--- config.mk ---
export PLATFORM = sky130hd
export DESIGN_NAME = raeiq_top
export DESIGN_NICKNAME = d
export VERILOG_FILES = /design/src/logic/raeiq_pkg.sv /design/src/logic/raeiq_top.sv
export SDC_FILE = /design/constraint.sdc
export NUM_CORES = 1
export LEC_CHECK = 0
export BUFFER_PORTS_ARGS = -buffer_cell sky130_fd_sc_hd__buf_2
export CAP_MARGIN = 10
export CORE_MARGIN = 2
export CORE_UTILIZATION = 55
export CTS_BUF_LIST = sky130_fd_sc_hd__clkbuf_16
export DETAILED_ROUTE_END_ITERATION = 12
export GPL_ROUTABILITY_DRIVEN = 1
export PLACE_DENSITY = 0.77
export SLEW_MARGIN = 20
export SYNTH_ARGS = -nofsm -noshare
export SYNTH_HDL_FRONTEND = slang
export SYNTH_SLANG_ARGS = --single-unit
export TNS_END_PERCENT = 50
--- constraint.sdc ---
create_clock -name CLK -period 5.4 [get_ports CLK]
set_input_delay 1.08 -clock CLK [delete_from_list [all_inputs] [get_ports CLK]]
set_output_delay 1.08 -clock CLK [all_outputs]
set_load 0.05 [all_outputs]
--- src/logic/raeiq_pkg.sv ---
// Package for the reset and external interrupt input conditioner.
// Assumes a single 10 MHz clock; shared by the one design module.
package raeiq_pkg;

    // Clock period in nanoseconds.
    localparam int CLK_PERIOD_NS = 100;

    // Default count of internal clocks before the internal reset is released.
    localparam int RESET_HOLD_CYCLES = 32;
    localparam int HOLD_CNT_W = 16;

    // Synchroniser depth for the interrupt request.
    localparam int SYNC_STAGES = 2;

    // Shared pin function codes for the two timer pins.
    localparam logic [1:0] PIN_FN_TIMER = 2'h0;
    localparam logic [1:0] PIN_FN_SERIAL = 2'h1;
    localparam logic [1:0] PIN_FN_GPIO = 2'h2;

    // Sensitivity codes.
    localparam logic SENSE_LEVEL = 1'h0;
    localparam logic SENSE_FALL = 1'h1;

    // Power modes that the core reports.
    typedef enum logic [1:0] {
        RAEIQ_RUN,
        RAEIQ_WAIT,
        RAEIQ_STOP,
        RAEIQ_DEBUG
    } raeiq_mode_type;

    // Reset sequencer states.
    typedef enum logic [1:0] {
        RAEIQ_HELD,
        RAEIQ_COUNT,
        RAEIQ_RELEASED
    } raeiq_rst_state_type;

    // Interrupt configuration carried together.
    typedef struct packed {
        logic sense;
        logic enable;
    } raeiq_irq_cfg_type;

    // Pin function selections of both timer pins.
    typedef struct packed {
        logic [1:0] ch_zero_fn;
        logic [1:0] ch_one_fn;
    } raeiq_pin_sel_type;

endpackage

--- src/logic/raeiq_top.sv ---
// Reset and external interrupt input conditioner.
// Assumes RST_B and the interrupt pin arrive sampled on CLK; the stop/wait
// capture path is a latch style set that the pin itself can raise.
//
// How it works
// - In stop or wait the interrupt low level is caught without needing a clock edge to detect it.
// - In every mode the service request takes the pin through a two stage synchroniser; only the wake capture uses it raw.
// - Software chooses level or falling edge sensitivity for the interrupt.
// - A low hardware reset puts and holds the controller in reset, except the wake request, which a low interrupt pin still sets.
// - The internal reset is released on a clock edge a fixed number of clocks after the pin rises.
// - Hardware reset alone leaves the test port and emulation reset untouched.
// - After reset the timer C channel zero function owns its shared pin.
// - After reset the timer C channel one function owns its shared pin.
`timescale 1ns/100ps
`default_nettype none

module raeiq_top #(
    parameter int HOLD_CYCLES = raeiq_pkg::RESET_HOLD_CYCLES
) (
    // Clock and hardware reset.
    input wire logic CLK,
    input wire logic RST_B,
    // Test port reset, active low.
    input wire logic TRST_B,
    // External interrupt pin, active low.
    input wire logic EXT_IRQ_A_N,
    // Power mode and software configuration.
    input wire raeiq_pkg::raeiq_mode_type MODE,
    input wire raeiq_pkg::raeiq_irq_cfg_type IRQ_CFG,
    input wire logic IRQ_ACK,
    input wire raeiq_pkg::raeiq_pin_sel_type PIN_SEL_WR,
    input wire logic PIN_SEL_WE,
    // Outputs.
    output logic CORE_RST_B,
    output logic EMU_RST_B,
    output logic IRQ_REQ,
    output logic WAKE_REQ,
    output var raeiq_pkg::raeiq_pin_sel_type PIN_SEL
);

    localparam logic [raeiq_pkg::HOLD_CNT_W-1:0] HOLD_LAST = raeiq_pkg::HOLD_CNT_W'(HOLD_CYCLES - 1);

    raeiq_pkg::raeiq_rst_state_type rst_state_reg;
    logic [raeiq_pkg::HOLD_CNT_W-1:0] hold_cnt_reg;
    logic [raeiq_pkg::SYNC_STAGES-1:0] irq_sync_reg;
    logic irq_prev_reg;
    logic irq_pend_reg;
    logic low_power;
    logic irq_low;
    logic fall_seen;

    // Stop and wait hold the raw-pin wake until acknowledged; other modes drop it at the first edge with the pin high.
    assign low_power = (MODE == raeiq_pkg::RAEIQ_STOP) || (MODE == raeiq_pkg::RAEIQ_WAIT);
    assign irq_low = ~irq_sync_reg[raeiq_pkg::SYNC_STAGES-1];
    assign fall_seen = irq_prev_reg & irq_low;

    // Reset sequencer: hold while the pin is low, then count before release.
    always_ff @(posedge CLK) begin
        if (!RST_B) begin
            rst_state_reg <= raeiq_pkg::RAEIQ_HELD;
            hold_cnt_reg <= '0;
        end else begin
            unique case (rst_state_reg)
                raeiq_pkg::RAEIQ_HELD: begin
                    rst_state_reg <= raeiq_pkg::RAEIQ_COUNT;
                    hold_cnt_reg <= '0;
                end
                raeiq_pkg::RAEIQ_COUNT: begin
                    if (hold_cnt_reg == HOLD_LAST) begin
                        rst_state_reg <= raeiq_pkg::RAEIQ_RELEASED;
                    end else begin
                        hold_cnt_reg <= hold_cnt_reg + 1'b1;
                    end
                end
                raeiq_pkg::RAEIQ_RELEASED: begin
                    rst_state_reg <= raeiq_pkg::RAEIQ_RELEASED;
                end
                default: begin
                    rst_state_reg <= raeiq_pkg::RAEIQ_HELD;
                end
            endcase
        end
    end

    // Core reset output; registered so it changes only on a clock edge.
    always_ff @(posedge CLK) begin
        if (!RST_B) begin
            CORE_RST_B <= 1'b0;
        end else begin
            CORE_RST_B <= (rst_state_reg == raeiq_pkg::RAEIQ_RELEASED);
        end
    end

    // Emulation reset follows the test port reset only, so a debugger keeps its state.
    always_ff @(posedge CLK) begin
        EMU_RST_B <= TRST_B;
    end

    // Two stage synchroniser; the first stage feeds only the second.
    always_ff @(posedge CLK) begin
        if (!CORE_RST_B) begin
            irq_sync_reg <= '1;
        end else begin
            irq_sync_reg <= {irq_sync_reg[raeiq_pkg::SYNC_STAGES-2:0], EXT_IRQ_A_N};
        end
    end

    // Previous synchronised level for falling edge detection; it resets to the idle high level.
    always_ff @(posedge CLK) begin
        if (!CORE_RST_B) begin
            irq_prev_reg <= 1'b1;
        end else begin
            irq_prev_reg <= ~irq_low;
        end
    end

    // Pending edge request; a new edge wins over an acknowledge.
    always_ff @(posedge CLK) begin
        if (!CORE_RST_B) begin
            irq_pend_reg <= 1'b0;
        end else if (IRQ_CFG.sense == raeiq_pkg::SENSE_FALL && fall_seen) begin
            irq_pend_reg <= 1'b1;
        end else if (IRQ_ACK) begin
            irq_pend_reg <= 1'b0;
        end
    end

    // Service request: level follows the pin, edge mode uses the pending flag.
    always_ff @(posedge CLK) begin
        if (!CORE_RST_B) begin
            IRQ_REQ <= 1'b0;
        end else if (IRQ_CFG.sense == raeiq_pkg::SENSE_LEVEL) begin
            IRQ_REQ <= IRQ_CFG.enable & irq_low;
        end else begin
            IRQ_REQ <= IRQ_CFG.enable & (irq_pend_reg | fall_seen);
        end
    end

    // Asynchronous wake capture in stop or wait; the pin sets it with no clock
    // edge, which is the only way out of stop when the clock is gated.
    always_ff @(posedge CLK or negedge EXT_IRQ_A_N) begin
        if (!EXT_IRQ_A_N) begin
            WAKE_REQ <= 1'b1;
        end else if (!CORE_RST_B || !low_power) begin
            WAKE_REQ <= 1'b0;
        end else if (IRQ_ACK) begin
            WAKE_REQ <= 1'b0;
        end
    end

    // Timer functions own both shared pins after reset; software may move them.
    always_ff @(posedge CLK) begin
        if (!CORE_RST_B) begin
            PIN_SEL.ch_zero_fn <= raeiq_pkg::PIN_FN_TIMER;
            PIN_SEL.ch_one_fn <= raeiq_pkg::PIN_FN_TIMER;
        end else if (PIN_SEL_WE) begin
            PIN_SEL <= PIN_SEL_WR;
        end
    end

    // Edges from the first one that sees the pin high through the one that raises the core reset.
    localparam logic [raeiq_pkg::HOLD_CNT_W-1:0] RELEASE_EDGES = raeiq_pkg::HOLD_CNT_W'(HOLD_CYCLES + 2);

    // Cycle counter watched by the release check; it saturates so a stuck reset cannot wrap it.
    logic [raeiq_pkg::HOLD_CNT_W-1:0] release_cnt_reg;
    always_ff @(posedge CLK) begin
        if (!RST_B) begin
            release_cnt_reg <= '0;
        end else if (!CORE_RST_B && release_cnt_reg != '1) begin
            release_cnt_reg <= release_cnt_reg + 1'b1;
        end
    end
endmodule

`default_nettype wire
==> reports/results.ini, run 1 <==
[run_status]
outcome=finished, final reports clean

[critical_path]
critPathMaxFanout=20
regToRegSetupSlack_ps=2910
arrival_ps=2590
r2r-end=hold_cnt_reg[8]$_SDFFE_PN0P_
cp.required_ps=5500
critPathKind=register to register
start_kind=register
cp_slowest_cell=o41ai_4
rr_startpoint=hold_cnt_reg[0]$_SDFFE_PN0P_
reg2regPathDepth=5
end_kind=register
crit_chain=ha_1 > nand4_1 > o41ai_4 > or4_1 > o221ai_1
cpPeakStageDelay_ps=1030

[clock_network]
cts_root_buf=clkbuf_16
cts_tree=built
cts_resized=0
htree_levels=2
cts_buffers=5
cts_sinks=30
cts.clk_slew.worst_paths_ps=50
postCtsSetupRepairBufs=0
clock_path_buffers=2
ctsHoldBuffers=0
clock_latency_ps=270

[power_and_ir_drop]
power.density_mw_per_mm2=412.9
power_w=0.0007036
p_leak_nw=0.6427
irDropWorstVdd_v=0.0003302

[die]
die_h_um=55.73
start_util_pct=58.86
die_area_sq_mm=0.003105
ios=22
rows=18
core_area_sq_mm=0.002500
die_width_um=55.73

[route]
avgRoutedWirePerCell_um=15.18
routed_via_density=6.223
first_iter_violations=40
firstDrtPassIters=4
drc=0
antenna_left=0
drt-total-wl_mm=3.202
vias=1313

[place]
port_buffers=21
gp_congestion=0.8975
dp_hpwl_mm=2.196
placed_area_sq_mm=0.001563

[timing]
setup_viol=0
slew_headroom_pct=27.75
hold_viol=0
setup_tns_ps=0
fin_crit_sh_pct=46.02
worst_pin_slew_ps=1080
period_minus_slack_ps=2485
clock-skew-final_ps=3.597
slew_viol_final=0
fmax_mhz=402.4
rsz0062_at_grt=false

[hold_path]
min_to=irq_sync_reg[1]$_SDFF_PN1_
holdCritStartpoint=irq_sync_reg[0]$_SDFF_PN1_
holdPathStages=1
hold_class=register to register

[final_layout]
drive_above_1_share_pct=21.55
area_growth_pct=15.82
final_common_cell=dfxtp_1
largest_reg_flops=16
stdcell_area_sq_mm=0.001704
finalNetCount=198
diodes=0
mostFrequentLayoutCells=dfxtp_1 (29), buf_2 (21), nand2_1 (18), nand3_1 (11), a21oi_1 (8)

[synthesis]
syn_avg_cell_area_sq_um=9.196
netlist_instances=160
synth-edff-count=0
synthFlopType=dfxtp_1
ys_ff_latch=30
yosys.cell_types.count=47
synth_fp_nets=178
synth_area_sq_mm=0.001471
synthArstFlopShare_pct=3.333
yosysWarnings=0
ys_seq_area_share_pct=41.24

[global_routing]
grt_pass1_vias=1218
antenna_found_initial=0
grt_max_degree=21
grt_pass1_wl_mm=5.340
grt_use_total_pct=21.69
grt-ovfl-total=0

[run]
drv_cap=0

==> critical path, delay by kind of cell (launching register included) <==
family | cells | cell delay [ps]
adder cells (fa/ha/maj) | 1 | 270
AND/OR/NAND/NOR | 2 | 470
AO/OA/AOI/OAI | 2 | 1130
flip-flops | 1 | 440
==> layer usage <==
layer  vias to the layer above  track usage, %  wire length, um
li1                        637               -                -
met1                       609           25.07             1319
met2                        57           37.24             1573
met3                        10           5.116              242
met4                         0           10.80               67
met5                         -               0                0
==> cell families after synthesis <==
logic type	Yosys count	share of synthesized area, %
AOI/OAI and AO/OA	29	15.90
and+or+nand+nor	75	29.59
buffers and inverters	15	5.271
adders and majority gates	4	3.401
xor gates and xnor gates	2	1.191
DFF	30	41.24
muxes	5	3.401
==> worst max-delay path by stage <==
| stage | to | slack, ps | from |
|---|---|---|---|
| global route | hold_cnt_reg[8]$_SDFFE_PN0P_ | 2690 | hold_cnt_reg[0]$_SDFFE_PN0P_ |
| CTS | hold_cnt_reg[8]$_SDFFE_PN0P_ | 2960 | hold_cnt_reg[1]$_SDFFE_PN0P_ |
| detailed placement | hold_cnt_reg[8]$_SDFFE_PN0P_ | 2960 | RST_B |
| finish | hold_cnt_reg[8]$_SDFFE_PN0P_ | 2910 | hold_cnt_reg[0]$_SDFFE_PN0P_ |
| floorplan | hold_cnt_reg[8]$_SDFFE_PN0P_ | 3160 | RST_B |
| global placement | hold_cnt_reg[12]$_SDFFE_PN0P_ | 2960 | RST_B |
==> report_power, final <==
group / switching (W) / internal [W]
Combinational: 0.000135 / 0.0000542
Clock: 0.0000925 / 0.000168
Sequential: 0.0000165 / 0.000237
==> final cells by class <==
class                   instances  area (sq um)
fillers                       199         795.8
clock buffers                   5         125.1
flip-flops and latches         30         606.8
well taps                      30         37.54
repair buffers                 21         105.1
clock inverters                 3         16.27
multi-input cells             115         787.0
inverters                       7         26.28
==> through the flow <==
step	std cells	worst slack, ps	hold WS, ps	utilization, %
CTS	211	2961	435.4	68.17
floorplan	160	3160	386.3	-
global route	211	2687	472.2	68.17
finish	211	2915	432.3	68.17
detailed placement	203	2959	407.2	62.51
global placement	203	2961	400.5	62.51
==> synthesized netlist by cell type, drive strengths merged, types with 3 or more instances <==
| cell type | number | area [sq um] |
|---|---|---|
| nand4b | 3 | 26.28 |
| a21oi | 9 | 48.80 |
| nand2b | 5 | 31.28 |
| mux2i | 5 | 50.05 |
| nor2b | 4 | 25.02 |
| o21ai | 3 | 15.01 |
| nand3 | 12 | 65.06 |
| o221ai | 4 | 35.03 |
| ha | 4 | 50.05 |
| or4 | 4 | 37.53 |
| nor2 | 3 | 11.26 |
| inv | 6 | 22.52 |
| dfxtp | 29 | 580.6 |
| clkbuf | 4 | 15.01 |
| and2 | 3 | 18.77 |
| nand2 | 19 | 78.82 |
| nor4 | 3 | 18.77 |
| buf | 4 | 36.28 |
| or3 | 3 | 18.77 |
| nand4 | 7 | 43.79 |
No activity file was read; power rests on OpenSTA's default activity.
==> inputs of run 2 (changes only) <==
CORE_UTILIZATION = 50   (was 55)
PLACE_DENSITY = 0.74   (was 0.77)
clock period = 2 ns   (was 5.4 ns; I/O delays follow)
==> run 2 against run 1 <==
Compared with the run above: wire length up 2.7%; via count up 4.3%; global-route usage down 0.84 points; register-to-register slack got worse by 2900 ps; setup slack got worse by 2900 ps; first-iteration DRC count rose by 20%; clock-buffer cell count did not move; cell count grew 5.7%; largest power group unchanged.
==> reports/results.ini, run 2 (same netlist as run 1, synthesis figures left out) <==
[power_and_ir_drop]
power.density_mw_per_mm2=1106
power_w=0.001988
irDropWorstVdd_v=0.0009547
p_leak_nw=0.6965

[run]
drv_cap=0

[timing]
period_minus_slack_ps=1967
hold_viol=0
slew_headroom_pct=66.72
finalWorstSetupSlack_ps=33.34
worst_pin_slew_ps=494.6
setup_viol=0
clock-skew-final_ps=5.702
fmax_mhz=508.5
fin_crit_sh_pct=98.33
slew_viol_final=0

[final_layout]
mostFrequentLayoutCells=dfxtp_1 (28), buf_2 (21), nand2_1 (18), nand3_1 (11), buf_4 (10)
diodes=0
drive_above_1_share_pct=27.60
stdcell_area_sq_mm=0.001798
area_growth_pct=22.19
largest_reg_flops=16
fin_util_pct=64.64
final_common_cell=dfxtp_1
fin_cells=223
finalNetCount=209

[route]
firstDrtPassIters=4
vias=1369
drt-total-wl_mm=3.288
drc=0
avgRoutedWirePerCell_um=14.74
first_iter_violations=48
antenna_left=0
routed_via_density=6.139

[global_routing]
grt-ovfl-total=0
grt_pass1_wl_mm=5.361
grt_use_total_pct=20.85
grt_max_degree=18
antenna_found_initial=0
grt_pass1_vias=1281

[critical_path]
cp.required_ps=2170
crit_chain=or4_4 > o41ai_4 > buf_6 > nand2_4 > a311oi_2
cp_num_buf_inv=1
critPathKind=register to register
start_kind=register
arrival_ps=2130
r2r-end=hold_cnt_reg[5]$_SDFFE_PN0P_
end_kind=register
reg2regPathDepth=5
cp_slowest_cell=or4_4
rr_startpoint=hold_cnt_reg[9]$_SDFFE_PN0P_
critPathMaxFanout=12
regToRegSetupSlack_ps=30
critPathTopFamily=compound AO/OA/AOI/OAI gates
cpPeakStageDelay_ps=550

[clock_network]
clock_latency_ps=270
ctsHoldBuffers=0
cts_buffers=5
cts_root_buf=clkbuf_16
cts.clk_slew.worst_paths_ps=50
cts_tree=built
clock_path_buffers=2
htree_levels=2
cts_sinks=30

[run_status]
outcome=finished, final reports clean

[die]
ios=22
rows=19
core_area_sq_mm=0.002781
die_h_um=58.25
die_width_um=58.25
die_area_sq_mm=0.003392
start_util_pct=52.90

[place]
place_inst=215
port_buffers=21
gp_congestion=0.8654
dp_hpwl_mm=2.298
placed_area_sq_mm=0.001647
dpl_worst_slack_ps=33.22

[hold_path]
hold_class=input pin to async pin

-- run 2: cell types whose count changed in the layout (fill, tap and decap cells not counted), sizes merged --
cell and delta:
buf +11
-- run 2: worst max-delay path by stage --
| stage | startpoint | to | slack, ps | cells after the start |
|---|---|---|---|---|
| after floorplan | hold_cnt_reg[6]$_SDFFE_PN0P_ | hold_cnt_reg[1]$_SDFFE_PN0P_ | 200 | 6 |
| after global placement | hold_cnt_reg[6]$_SDFFE_PN0P_ | hold_cnt_reg[5]$_SDFFE_PN0P_ | 160 | 5 |
| after detailed placement | hold_cnt_reg[0]$_SDFFE_PN0P_ | hold_cnt_reg[5]$_SDFFE_PN0P_ | 30 | 6 |
| after CTS | hold_cnt_reg[0]$_SDFFE_PN0P_ | hold_cnt_reg[5]$_SDFFE_PN0P_ | 20 | 6 |
| after global routing | hold_cnt_reg[9]$_SDFFE_PN0P_ | hold_cnt_reg[5]$_SDFFE_PN0P_ | -10 | 5 |
| final | hold_cnt_reg[9]$_SDFFE_PN0P_ | hold_cnt_reg[5]$_SDFFE_PN0P_ | 30 | 5 |
-- run 2: cell type report --
type	count	area, sq um
Timing Repair Buffer	32	191.4
Tap cell	31	38.79
Sequential cell	30	608.1
Clock inverter	3	16.27
Inverter	7	26.28
Multi-Input combinational cell	115	792.0
Fill cell	245	983.4
Clock buffer	5	125.1
-- run 2: report_power, final --
part / internal [W] / total (W) / switching (W) / leakage (nW)
registers: 0.000643 / 0.000685 / 0.0000419 / 0.246
clock network: 0.000452 / 0.000698 / 0.000246 / 0.0672
logic: 0.000208 / 0.000605 / 0.000397 / 0.384
-- run 2: metrics by stage --
step	TNS, ps	hold WS, ps
after floorplan	0	252.2
after global placement	0	342.3
after detailed placement	0	342.0
after CTS	0	53.87
after global routing	-14.72	57.64
final	0	58.42
-- run 2: timing repair --
item	in CTS	in global routing
gates resized for setup	0	4
buffers inserted	0	0
endpoints found under the setup margin	0	9
-- run 2: routing by layer --
layer,GRT usage (%),up-vias,part of all wire (%)
li1,-,658,-
met1,23.74,631,41
met2,35.71,73,50
met3,6.250,7,8.1
met4,9.635,0,1.2
met5,0,-,0
